### config.mk
export PLATFORM = sky130hd
export DESIGN_NAME = acs_seq
export DESIGN_NICKNAME = d
export VERILOG_FILES = /design/src/include/acs_pkg.sv /design/src/rtl/acs_seq.sv
export SDC_FILE = /design/constraint.sdc
export NUM_CORES = 1
export LEC_CHECK = 0
export BUFFER_PORTS_ARGS = -buffer_cell sky130_fd_sc_hd__buf_4
export CAP_MARGIN = 0
export CORE_MARGIN = 1
export CORE_UTILIZATION = 24
export CTS_BUF_LIST = sky130_fd_sc_hd__clkbuf_2
export DETAILED_ROUTE_END_ITERATION = 10
export PLACE_DENSITY = 0.38
export SLEW_MARGIN = 20
export SYNTH_ARGS = -nofsm -noshare
export SYNTH_HDL_FRONTEND = slang
export SYNTH_SLANG_ARGS = --single-unit
export TNS_END_PERCENT = 1
### constraint.sdc
create_clock -name mclk -period 7.8 [get_ports mclk]
set_input_delay 0.78 -clock mclk [delete_from_list [all_inputs] [get_ports mclk]]
set_output_delay 0.78 -clock mclk [all_outputs]
set_load 0.02 [all_outputs]
### src/include/acs_pkg.sv
// constants and types for the converter sequencer
// Operation
// - periodic mode waits interval field times 40 us between cycles; zero means none
// - periodic start waits start field times 40 us before first cycle
// - one-shot cycle ignores both delay fields and starts at once
// - eight per-channel done flags set on completion, held until cleared
// - writing one clears a done flag, zero leaves it
// - one-shot done flag set after all enabled one-shot channels finish
// - periodic done flag set after all enabled periodic channels finish
// - one-shot mask selects channels converted in a one-shot cycle
// - periodic mask selects channels converted in each periodic pass
// - each channel result is a 32-bit register, low 10 bits, rest zero
// - result read in one 32-bit access is coherent
// - bits of unimplemented channels are reserved and inert
// - periodic run bit starts cycles; clearing lets running cycle finish
// - one-shot go bit starts one cycle from idle only, ignored in wait or conversion; clears itself
// - cycle start clears its own done flag
// - enable cleared lets running cycle finish, blocks new ones
package acs_pkg;
  localparam int NCH = 8;
  localparam int RES_W = 10;
  localparam logic [7:0] OFS_CTRL = 8'h00;
  localparam logic [7:0] OFS_DELAY = 8'h04;
  localparam logic [7:0] OFS_FLAGS = 8'h08;
  localparam logic [7:0] OFS_ONESHOT = 8'h0C;
  localparam logic [7:0] OFS_PERIODIC = 8'h10;
  localparam logic [7:0] OFS_RES0 = 8'h14;
  localparam logic [7:0] OFS_IRQ_MASK = 8'h40;
  localparam int B_EN = 0;
  localparam int B_GO = 1;
  localparam int B_RUN = 2;
  localparam int B_PDONE = 6;
  localparam int B_ODONE = 7;
  localparam int IRQ_W = 10;
  localparam int IRQ_PDONE = 8;
  localparam int IRQ_ODONE = 9;
  localparam int CLK_MHZ = 100;
  localparam int TICK_US = 40;
  localparam int TICK_CYC = TICK_US * CLK_MHZ;
  typedef struct packed {
    logic [7:0] addr;
    logic [31:0] wdata;
    logic wr;
    logic rd;
  } acs_bus_t;
  typedef struct packed {
    logic start;
    logic [2:0] chan;
  } acs_conv_req_t;
  typedef enum logic [3:0] {
    S_IDLE = 4'h1,
    S_WAIT = 4'h2,
    S_CONV = 4'h4,
    S_BUSY = 4'h8
  } acs_state_t;
endpackage

### src/rtl/acs_seq.sv
// converter sequencer with register file and interrupt
`timescale 1ns/10ps
module acs_seq
  import acs_pkg::*;
#(
  parameter int TICK_CYCLES = TICK_CYC
)
(
  input wire logic mclk,
  input wire logic rst_b,
  input wire acs_bus_t bus,
  output logic [31:0] rdata,
  output acs_conv_req_t conv_req,
  input wire logic conv_done,
  input wire logic [RES_W-1:0] conv_data,
  output logic irq
);
  logic rs1_r, rs_r;
  always_ff @(posedge mclk or negedge rst_b)
  begin
    if (!rst_b)
    begin
      rs1_r <= 1'b0;
      rs_r <= 1'b0;
    end
    else
    begin
      rs1_r <= 1'b1;
      rs_r <= rs1_r;
    end
  end

  function automatic logic hit(input acs_bus_t b, input logic [7:0] ofs);
    hit = b.wr && (b.addr == ofs);
  endfunction

  logic en_r, en_nxt, run_r, run_nxt, odone_r, odone_nxt, pdone_r, pdone_nxt;
  logic [31:0] delay_r, delay_nxt;
  logic [7:0] flags_r, flags_nxt, omask_r, omask_nxt, pmask_r, pmask_nxt;
  logic [7:0] pend_r, pend_nxt;
  logic [IRQ_W-1:0] imask_r, imask_nxt;
  logic [RES_W-1:0] res_r [NCH];
  logic [15:0] pre_r, pre_nxt, dcnt_r, dcnt_nxt;
  logic tick;
  logic oneshot_r, oneshot_nxt, first_r, first_nxt;
  logic [2:0] chan_r, chan_nxt;
  acs_state_t st_r, st_nxt;
  acs_conv_req_t req_nxt;
  logic [31:0] rd_nxt;
  logic irq_nxt;
  logic go_w, run_w, run_rise, odone_set, pdone_set, begin_o, begin_p;
  logic [7:0] ch_set;
  logic [2:0] nxt_ch;
  logic nxt_found;

  assign tick = (pre_r == 16'(TICK_CYCLES - 1));
  assign go_w = hit(bus, OFS_CTRL) && bus.wdata[B_GO] && bus.wdata[B_EN];
  assign run_w = hit(bus, OFS_CTRL) && bus.wdata[B_RUN];
  assign run_rise = run_w && !run_r;

  // next pending channel above current one
  always_comb
  begin
    nxt_ch = 3'h0;
    nxt_found = 1'b0;
    for (int i = NCH - 1; i >= 0; i--)
    begin
      if (pend_r[i] && (3'(i) > chan_r))
      begin
        nxt_ch = 3'(i);
        nxt_found = 1'b1;
      end
    end
  end

  function automatic logic [2:0] lowest(input logic [7:0] m);
    lowest = 3'h0;
    for (int i = NCH - 1; i >= 0; i--)
    begin
      if (m[i])
        lowest = 3'(i);
    end
  endfunction

  // sequencer
  always_comb
  begin
    st_nxt = st_r;
    pend_nxt = pend_r;
    chan_nxt = chan_r;
    oneshot_nxt = oneshot_r;
    first_nxt = first_r;
    dcnt_nxt = dcnt_r;
    pre_nxt = tick ? 16'h0000 : pre_r + 16'h0001;
    req_nxt = '{start: 1'b0, chan: chan_r};
    odone_set = 1'b0;
    pdone_set = 1'b0;
    begin_o = 1'b0;
    begin_p = 1'b0;
    ch_set = 8'h00;
    case (st_r)
      S_IDLE:
      begin
        if (go_w)
        begin
          oneshot_nxt = 1'b1;
          pend_nxt = omask_r;
          begin_o = 1'b1;
          st_nxt = S_CONV;
        end
        else if (run_r && en_r)
        begin
          oneshot_nxt = 1'b0;
          dcnt_nxt = first_r ? delay_r[15:0] : delay_r[31:16];
          pre_nxt = 16'h0000;
          st_nxt = S_WAIT;
        end
      end
      S_WAIT:
      begin
        if (!run_r || !en_r)
          st_nxt = S_IDLE;
        else if (dcnt_r == 16'h0000)
        begin
          first_nxt = 1'b0;
          pend_nxt = pmask_r;
          begin_p = 1'b1;
          st_nxt = S_CONV;
        end
        else if (tick)
          dcnt_nxt = dcnt_r - 16'h0001;
      end
      S_CONV:
      begin
        if (pend_r == 8'h00)
        begin
          odone_set = oneshot_r;
          pdone_set = !oneshot_r;
          st_nxt = S_IDLE;
        end
        else
        begin
          chan_nxt = lowest(pend_r);
          req_nxt = '{start: 1'b1, chan: lowest(pend_r)};
          st_nxt = S_BUSY;
        end
      end
      S_BUSY:
      begin
        if (conv_done)
        begin
          ch_set[chan_r] = 1'b1;
          pend_nxt[chan_r] = 1'b0;
          if (nxt_found)
          begin
            chan_nxt = nxt_ch;
            req_nxt = '{start: 1'b1, chan: nxt_ch};
          end
          else
            st_nxt = S_CONV;
        end
      end
      default:
        st_nxt = S_IDLE;
    endcase
    if (run_rise)
      first_nxt = 1'b1;
  end

  // registers and flags
  always_comb
  begin
    en_nxt = en_r;
    run_nxt = run_r;
    delay_nxt = delay_r;
    omask_nxt = omask_r;
    pmask_nxt = pmask_r;
    imask_nxt = imask_r;
    flags_nxt = flags_r;
    odone_nxt = odone_r;
    pdone_nxt = pdone_r;
    if (hit(bus, OFS_CTRL))
    begin
      en_nxt = bus.wdata[B_EN];
      run_nxt = bus.wdata[B_RUN];
      if (bus.wdata[B_ODONE])
        odone_nxt = 1'b0;
      if (bus.wdata[B_PDONE])
        pdone_nxt = 1'b0;
    end
    if (hit(bus, OFS_DELAY))
      delay_nxt = bus.wdata;
    // only eight channels exist, upper bits dropped
    if (hit(bus, OFS_ONESHOT))
      omask_nxt = bus.wdata[7:0];
    if (hit(bus, OFS_PERIODIC))
      pmask_nxt = bus.wdata[7:0];
    if (hit(bus, OFS_IRQ_MASK))
      imask_nxt = bus.wdata[IRQ_W-1:0];
    if (hit(bus, OFS_FLAGS))
      flags_nxt = flags_r & ~bus.wdata[7:0];
    flags_nxt = flags_nxt | ch_set;
    // set beats clear; a cycle start clears its own done flag
    if (begin_o)
      odone_nxt = 1'b0;
    if (begin_p)
      pdone_nxt = 1'b0;
    if (odone_set)
      odone_nxt = 1'b1;
    if (pdone_set)
      pdone_nxt = 1'b1;
    irq_nxt = |({odone_nxt, pdone_nxt, flags_nxt} & imask_nxt);
  end

  // read mux; whole word captured in one cycle keeps results coherent
  always_comb
  begin
    rd_nxt = 32'h0000_0000;
    if (bus.rd)
    begin
      case (bus.addr)
        OFS_CTRL: rd_nxt = {24'h0, odone_r, pdone_r, 3'h0, run_r, 1'b0, en_r};
        OFS_DELAY: rd_nxt = delay_r;
        OFS_FLAGS: rd_nxt = {24'h0, flags_r};
        OFS_ONESHOT: rd_nxt = {24'h0, omask_r};
        OFS_PERIODIC: rd_nxt = {24'h0, pmask_r};
        OFS_IRQ_MASK: rd_nxt = {22'h0, imask_r};
        default:
        begin
          if (bus.addr >= OFS_RES0 && bus.addr < 8'(OFS_RES0 + 4 * NCH) && bus.addr[1:0] == 2'h0)
          begin
            rd_nxt = {22'h0, res_r[3'(8'(bus.addr - OFS_RES0) >> 2)]};
          end
        end
      endcase
    end
  end

  always_ff @(posedge mclk or negedge rs_r)
  begin
    if (!rs_r)
    begin
      st_r <= S_IDLE;
      pend_r <= 8'h00;
      chan_r <= 3'h0;
      oneshot_r <= 1'b0;
      first_r <= 1'b0;
      dcnt_r <= 16'h0000;
      pre_r <= 16'h0000;
      conv_req <= '0;
      en_r <= 1'b0;
      run_r <= 1'b0;
      delay_r <= 32'h0000_0000;
      omask_r <= 8'h00;
      pmask_r <= 8'h00;
      imask_r <= '0;
      flags_r <= 8'h00;
      odone_r <= 1'b0;
      pdone_r <= 1'b0;
      rdata <= 32'h0000_0000;
      irq <= 1'b0;
    end
    else
    begin
      st_r <= st_nxt;
      pend_r <= pend_nxt;
      chan_r <= chan_nxt;
      oneshot_r <= oneshot_nxt;
      first_r <= first_nxt;
      dcnt_r <= dcnt_nxt;
      pre_r <= pre_nxt;
      conv_req <= req_nxt;
      en_r <= en_nxt;
      run_r <= run_nxt;
      delay_r <= delay_nxt;
      omask_r <= omask_nxt;
      pmask_r <= pmask_nxt;
      imask_r <= imask_nxt;
      flags_r <= flags_nxt;
      odone_r <= odone_nxt;
      pdone_r <= pdone_nxt;
      rdata <= rd_nxt;
      irq <= irq_nxt;
    end
  end

  // result store, data only, no reset needed
  always_ff @(posedge mclk)
  begin
    if (st_r == S_BUSY && conv_done)
      res_r[chan_r] <= conv_data;
  end

  property p_flag_set;
    @(posedge mclk) disable iff (!rs_r) (st_r == S_BUSY && conv_done) |=> flags_r[$past(chan_r)];
  endproperty
  a_flag_set: assert property (p_flag_set) else $error("done flag not set");
  property p_w1c;
    @(posedge mclk) disable iff (!rs_r)
      (hit(bus, OFS_FLAGS) && bus.wdata[0] && !(st_r == S_BUSY && conv_done && chan_r == 3'h0))
      |=> !flags_r[0];
  endproperty
  a_w1c: assert property (p_w1c) else $error("flag not cleared");
  property p_w0;
    @(posedge mclk) disable iff (!rs_r) (hit(bus, OFS_FLAGS) && !bus.wdata[0] && flags_r[0])
      |=> flags_r[0];
  endproperty
  a_w0: assert property (p_w0) else $error("zero write cleared flag");
  property p_oneshot_now;
    @(posedge mclk) disable iff (!rs_r) (st_r == S_IDLE && go_w) |=> st_r == S_CONV;
  endproperty
  a_oneshot_now: assert property (p_oneshot_now) else $error("one-shot delayed");
  property p_odone;
    @(posedge mclk) disable iff (!rs_r) (st_r == S_CONV && pend_r == 8'h00 && oneshot_r)
      |=> odone_r && st_r == S_IDLE;
  endproperty
  a_odone: assert property (p_odone) else $error("one-shot done missing");
  property p_pdone;
    @(posedge mclk) disable iff (!rs_r) (st_r == S_CONV && pend_r == 8'h00 && !oneshot_r)
      |=> pdone_r;
  endproperty
  a_pdone: assert property (p_pdone) else $error("periodic done missing");
  property p_wait_hold;
    @(posedge mclk) disable iff (!rs_r) (st_r == S_WAIT && dcnt_r != 16'h0000 && run_r && en_r)
      |=> st_r == S_WAIT;
  endproperty
  a_wait_hold: assert property (p_wait_hold) else $error("delay cut short");
  property p_clr_begin;
    @(posedge mclk) disable iff (!rs_r) begin_p |=> !pdone_r;
  endproperty
  a_clr_begin: assert property (p_clr_begin) else $error("periodic done not cleared");
  property p_mask_only;
    @(posedge mclk) disable iff (!rs_r) conv_req.start |-> pend_r[conv_req.chan];
  endproperty
  a_mask_only: assert property (p_mask_only) else $error("unselected channel");
endmodule

==> flow_metrics.tcl <==
set metrics [dict create \
    status "completed" \
    final_nets 1070 \
    hold_buffers 43 \
    clk_pin_slew_ps 100 \
    core_area_um2 44220 \
    synth.area.top_cells "dfrtp_1 37%, edfxtp_1 22%, mux2_2 5.2%, mux4_2 4.2%, and2_1 2.3%" \
    path_cells "or4b_1 > nor3_1 > o22ai_1 > a2111oi_2 > nand4_1" \
    switching_share_pct 28.07 \
    crit_arrival_ps 3540 \
    grt_busiest_layer "met2" \
    crit_required_ps 8580 \
    cts_tree "done" \
    grt_max_degree 78 \
    clk_path_buf_depth 3 \
    syn2layout_area_growth_pct 23.32 \
    gr-usage-met3_pct 3.427 \
    place.gp.congestion 0.7810 \
    power.density_nw_per_um2 205.4 \
    vias 7590 \
    setup_viol 0 \
    h-tree-depth 3 \
    finalCritPeriodShare_pct 35.39 \
    rsz0062_at_grt "false" \
    worstMarginPinSlew_ps 979.8 \
    port_buffers 91 \
    rows 77 \
    wire_per_inst_um 19.41 \
    root_buffer "clkbuf_2" \
    drtPass1Iterations 5 \
    numCtsBuffers 72 \
    grt-ovfl-total 0 \
    routed_via_density 4.597 \
    crit_start "st_r[3]$_DFFE_PN0P_" \
    cts.sinks 238 \
    drive_above_1_share_pct 30.11 \
    grt_use_total_pct 14.64 \
    grt_pass1_wl_mm 49.27 \
    synth_edf_count 80 \
    cp-start-kind "flip-flop" \
    ctsResizeCount 0 \
    wirelength_mm 32.05 \
    yosys-top-cells-count "157 x dfrtp_1, 80 x edfxtp_1, 50 x mux2_2, 43 x nor2_1, 40 x and2_1" \
    initial_core_util_pct 24.31 \
    syn_area_um2 10750 \
    die-area_um2 45650 \
    drv_cap 0 \
    slowest_delay_ps 840 \
    grtUsageMet1_pct 18.43 \
    setup_tns_ps 0 \
    p_comb_share_pct 9.8 \
    fillCellCount 4573 \
    drt-initial-drc-count 378 \
    synth_nets 893 \
    max_freq_mhz 362.2 \
    endpoint_kind "flip-flop" \
    die_w_um 213.7 \
    fin_crit_ps 2761 \
    fin_skew_ps 96.39 \
    yosysTopAreaCell "dfrtp_1" \
    clk_latency_ps 970 \
    antenna_found_initial 2 \
    report.final.hold_viol_count 0 \
    switchingPower_uw 764.5 \
    synth.most_common_cell "dfrtp_1" \
    ys_warn_count 0 \
    holdCritPathClass "input port to asynchronous set/reset pin" \
    path_class "flip-flop to flip-flop" \
    async_reset_ff_share_pct 66.39 \
    intPower_mw 1.958 \
    r2r_start "st_r[3]$_DFFE_PN0P_" \
    pwr-share-clk_pct 38.9 \
    final_antenna_net_count 0 \
    slowest_stage "or4b_1" \
    ys_ff_latch 238 \
    synth_ff_type "dfrtp_1" \
    netlist_instances 831 \
    seq_power_share_pct 51.3 \
    drv_slew 0 \
    ioPinCount 92 \
    synth_cell_types 80 \
    slew_headroom_pct 34.68 \
    use_met2_pct 24.09 \
    dp_hpwl_mm 21.73 \
    p_leak_nw 5.673 \
    cp_max_fo 13 \
    yosysTopAreaCellShare_pct 36.54 \
    ir_drop_v 0.00008740 \
    grt_pass1_vias 8107 \
    die_h_um 213.7 \
    post-cts-setup-buffers 0 \
    drc 0 \
    synth_area_per_cell_um2 12.94 \
    postLayoutCoreUtil_pct 29.98 \
    seq_area_frac_synth_pct 59.13 \
]
## cell families after synthesis
family          Yosys count  share of synthesized area [%]
mux                      98                          12.14
fa+ha+maj                 7                         0.8146
xor+xnor                 12                          1.047
simple gates            234                          12.71
other cells               1                        0.03488
compound gates          187                          11.94
buf+inv                  54                          2.188
flops                   238                          59.13
## layout by cell type, fill, tap and decap left out, types with 20 or more instances in the layout
| cell type | n |
|---|---|
| mux2_2 | 50 |
| edfxtp_1 | 80 |
| dlygate4sd3_1 | 43 |
| dfrtp_1 | 156 |
| a21oi_1 | 28 |
| nand3_1 | 35 |
| o21ai_0 | 26 |
| clkbuf_2 | 108 |
| mux4_2 | 20 |
| nand2_1 | 38 |
| buf_4 | 97 |
| and2_1 | 40 |
| nor2_1 | 41 |
## sequential cells by signal, indices dropped and copies added (netlist names), 3 cells and up
name	cells
res_r	80
delay_r	32
rdata	32
dcnt_r	16
pre_r	16
imask_r	10
flags_r	8
omask_r	8
pend_r	8
pmask_r	8
conv_req	4
st_r	4
chan_r	3
## worst max-delay path, delay by kind of cell, from the launching register on
| family | cells | cell delay, ps |
|---|---|---|
| AND/OR/NAND/NOR | 3 | 1450 |
| flip-flops | 1 | 470 |
| AO/OA/AOI/OAI | 2 | 670 |
## power by group through the flow
| stage | Sequential, mW | Combinational (mW) | Clock [mW] |
|---|---|---|---|
| 2_1_floorplan | 1.41 | 0.164 | 0 |
| 3_3_place_gp | 1.43 | 0.246 | 0 |
| 3_5_place_dp | 1.43 | 0.247 | 0 |
| 4_1_cts | 1.40 | 0.266 | 1.12 |
| 5_1_grt | 1.40 | 0.299 | 1.18 |
| 6_report | 1.40 | 0.266 | 1.06 |
## final timing paths
path	to	slack (ps)	cells past startpoint
max in group asynchronous	rdata[0]$_DFF_PN0_	5980	2
min in group mclk	pmask_r[0]$_DFFE_PN0P_	180	2
worst max register to register	irq$_DFF_PN0_	5040	5
worst max-delay path	irq$_DFF_PN0_	5040	5
worst min-delay path	rs_r$_DFF_PN0_	180	2
worst min register to register	pre_r[2]$_DFF_PN0_	260	0
## metrics by stage
| step | cells | cell area [um2] | power (mW) | setup slack (ps) | hold WS [ps] |
|---|---|---|---|---|---|
| finish | 1651 | 13260 | 2.723 | 5039 | 178.2 |
| global placement | 1482 | 12100 | 1.674 | 4198 | 337.7 |
| detailed placement | 1482 | 12100 | 1.674 | 4175 | 336.4 |
| floorplan | 831 | 10750 | 1.573 | 3073 | 331.2 |
| CTS | 1647 | 13230 | 2.787 | 4998 | 1.443 |
| global route | 1650 | 13260 | 2.886 | 4847 | 54.61 |
## final cells by class
class	instances	area, um2	share of cell area (%)
Timing Repair Buffer	141	1179	8.889
Antenna cell	3	7.507	0.05662
Sequential cell	238	6361	47.98
Clock inverter	14	158.9	1.198
Multi-Input combinational cell	539	4212	31.76
Inverter	16	60.06	0.4530
Clock buffer	108	540.5	4.077
Tap cell	592	740.7	5.586
## per-layer routing
metal  vias to the layer above  wire (um)
met4                         0        689
met3                        52       1233
li1                       3563          -
met5                         -          0
met1                      3821      14410
met2                       154      15720
Note: power is estimated with default switching activity, not from simulation.
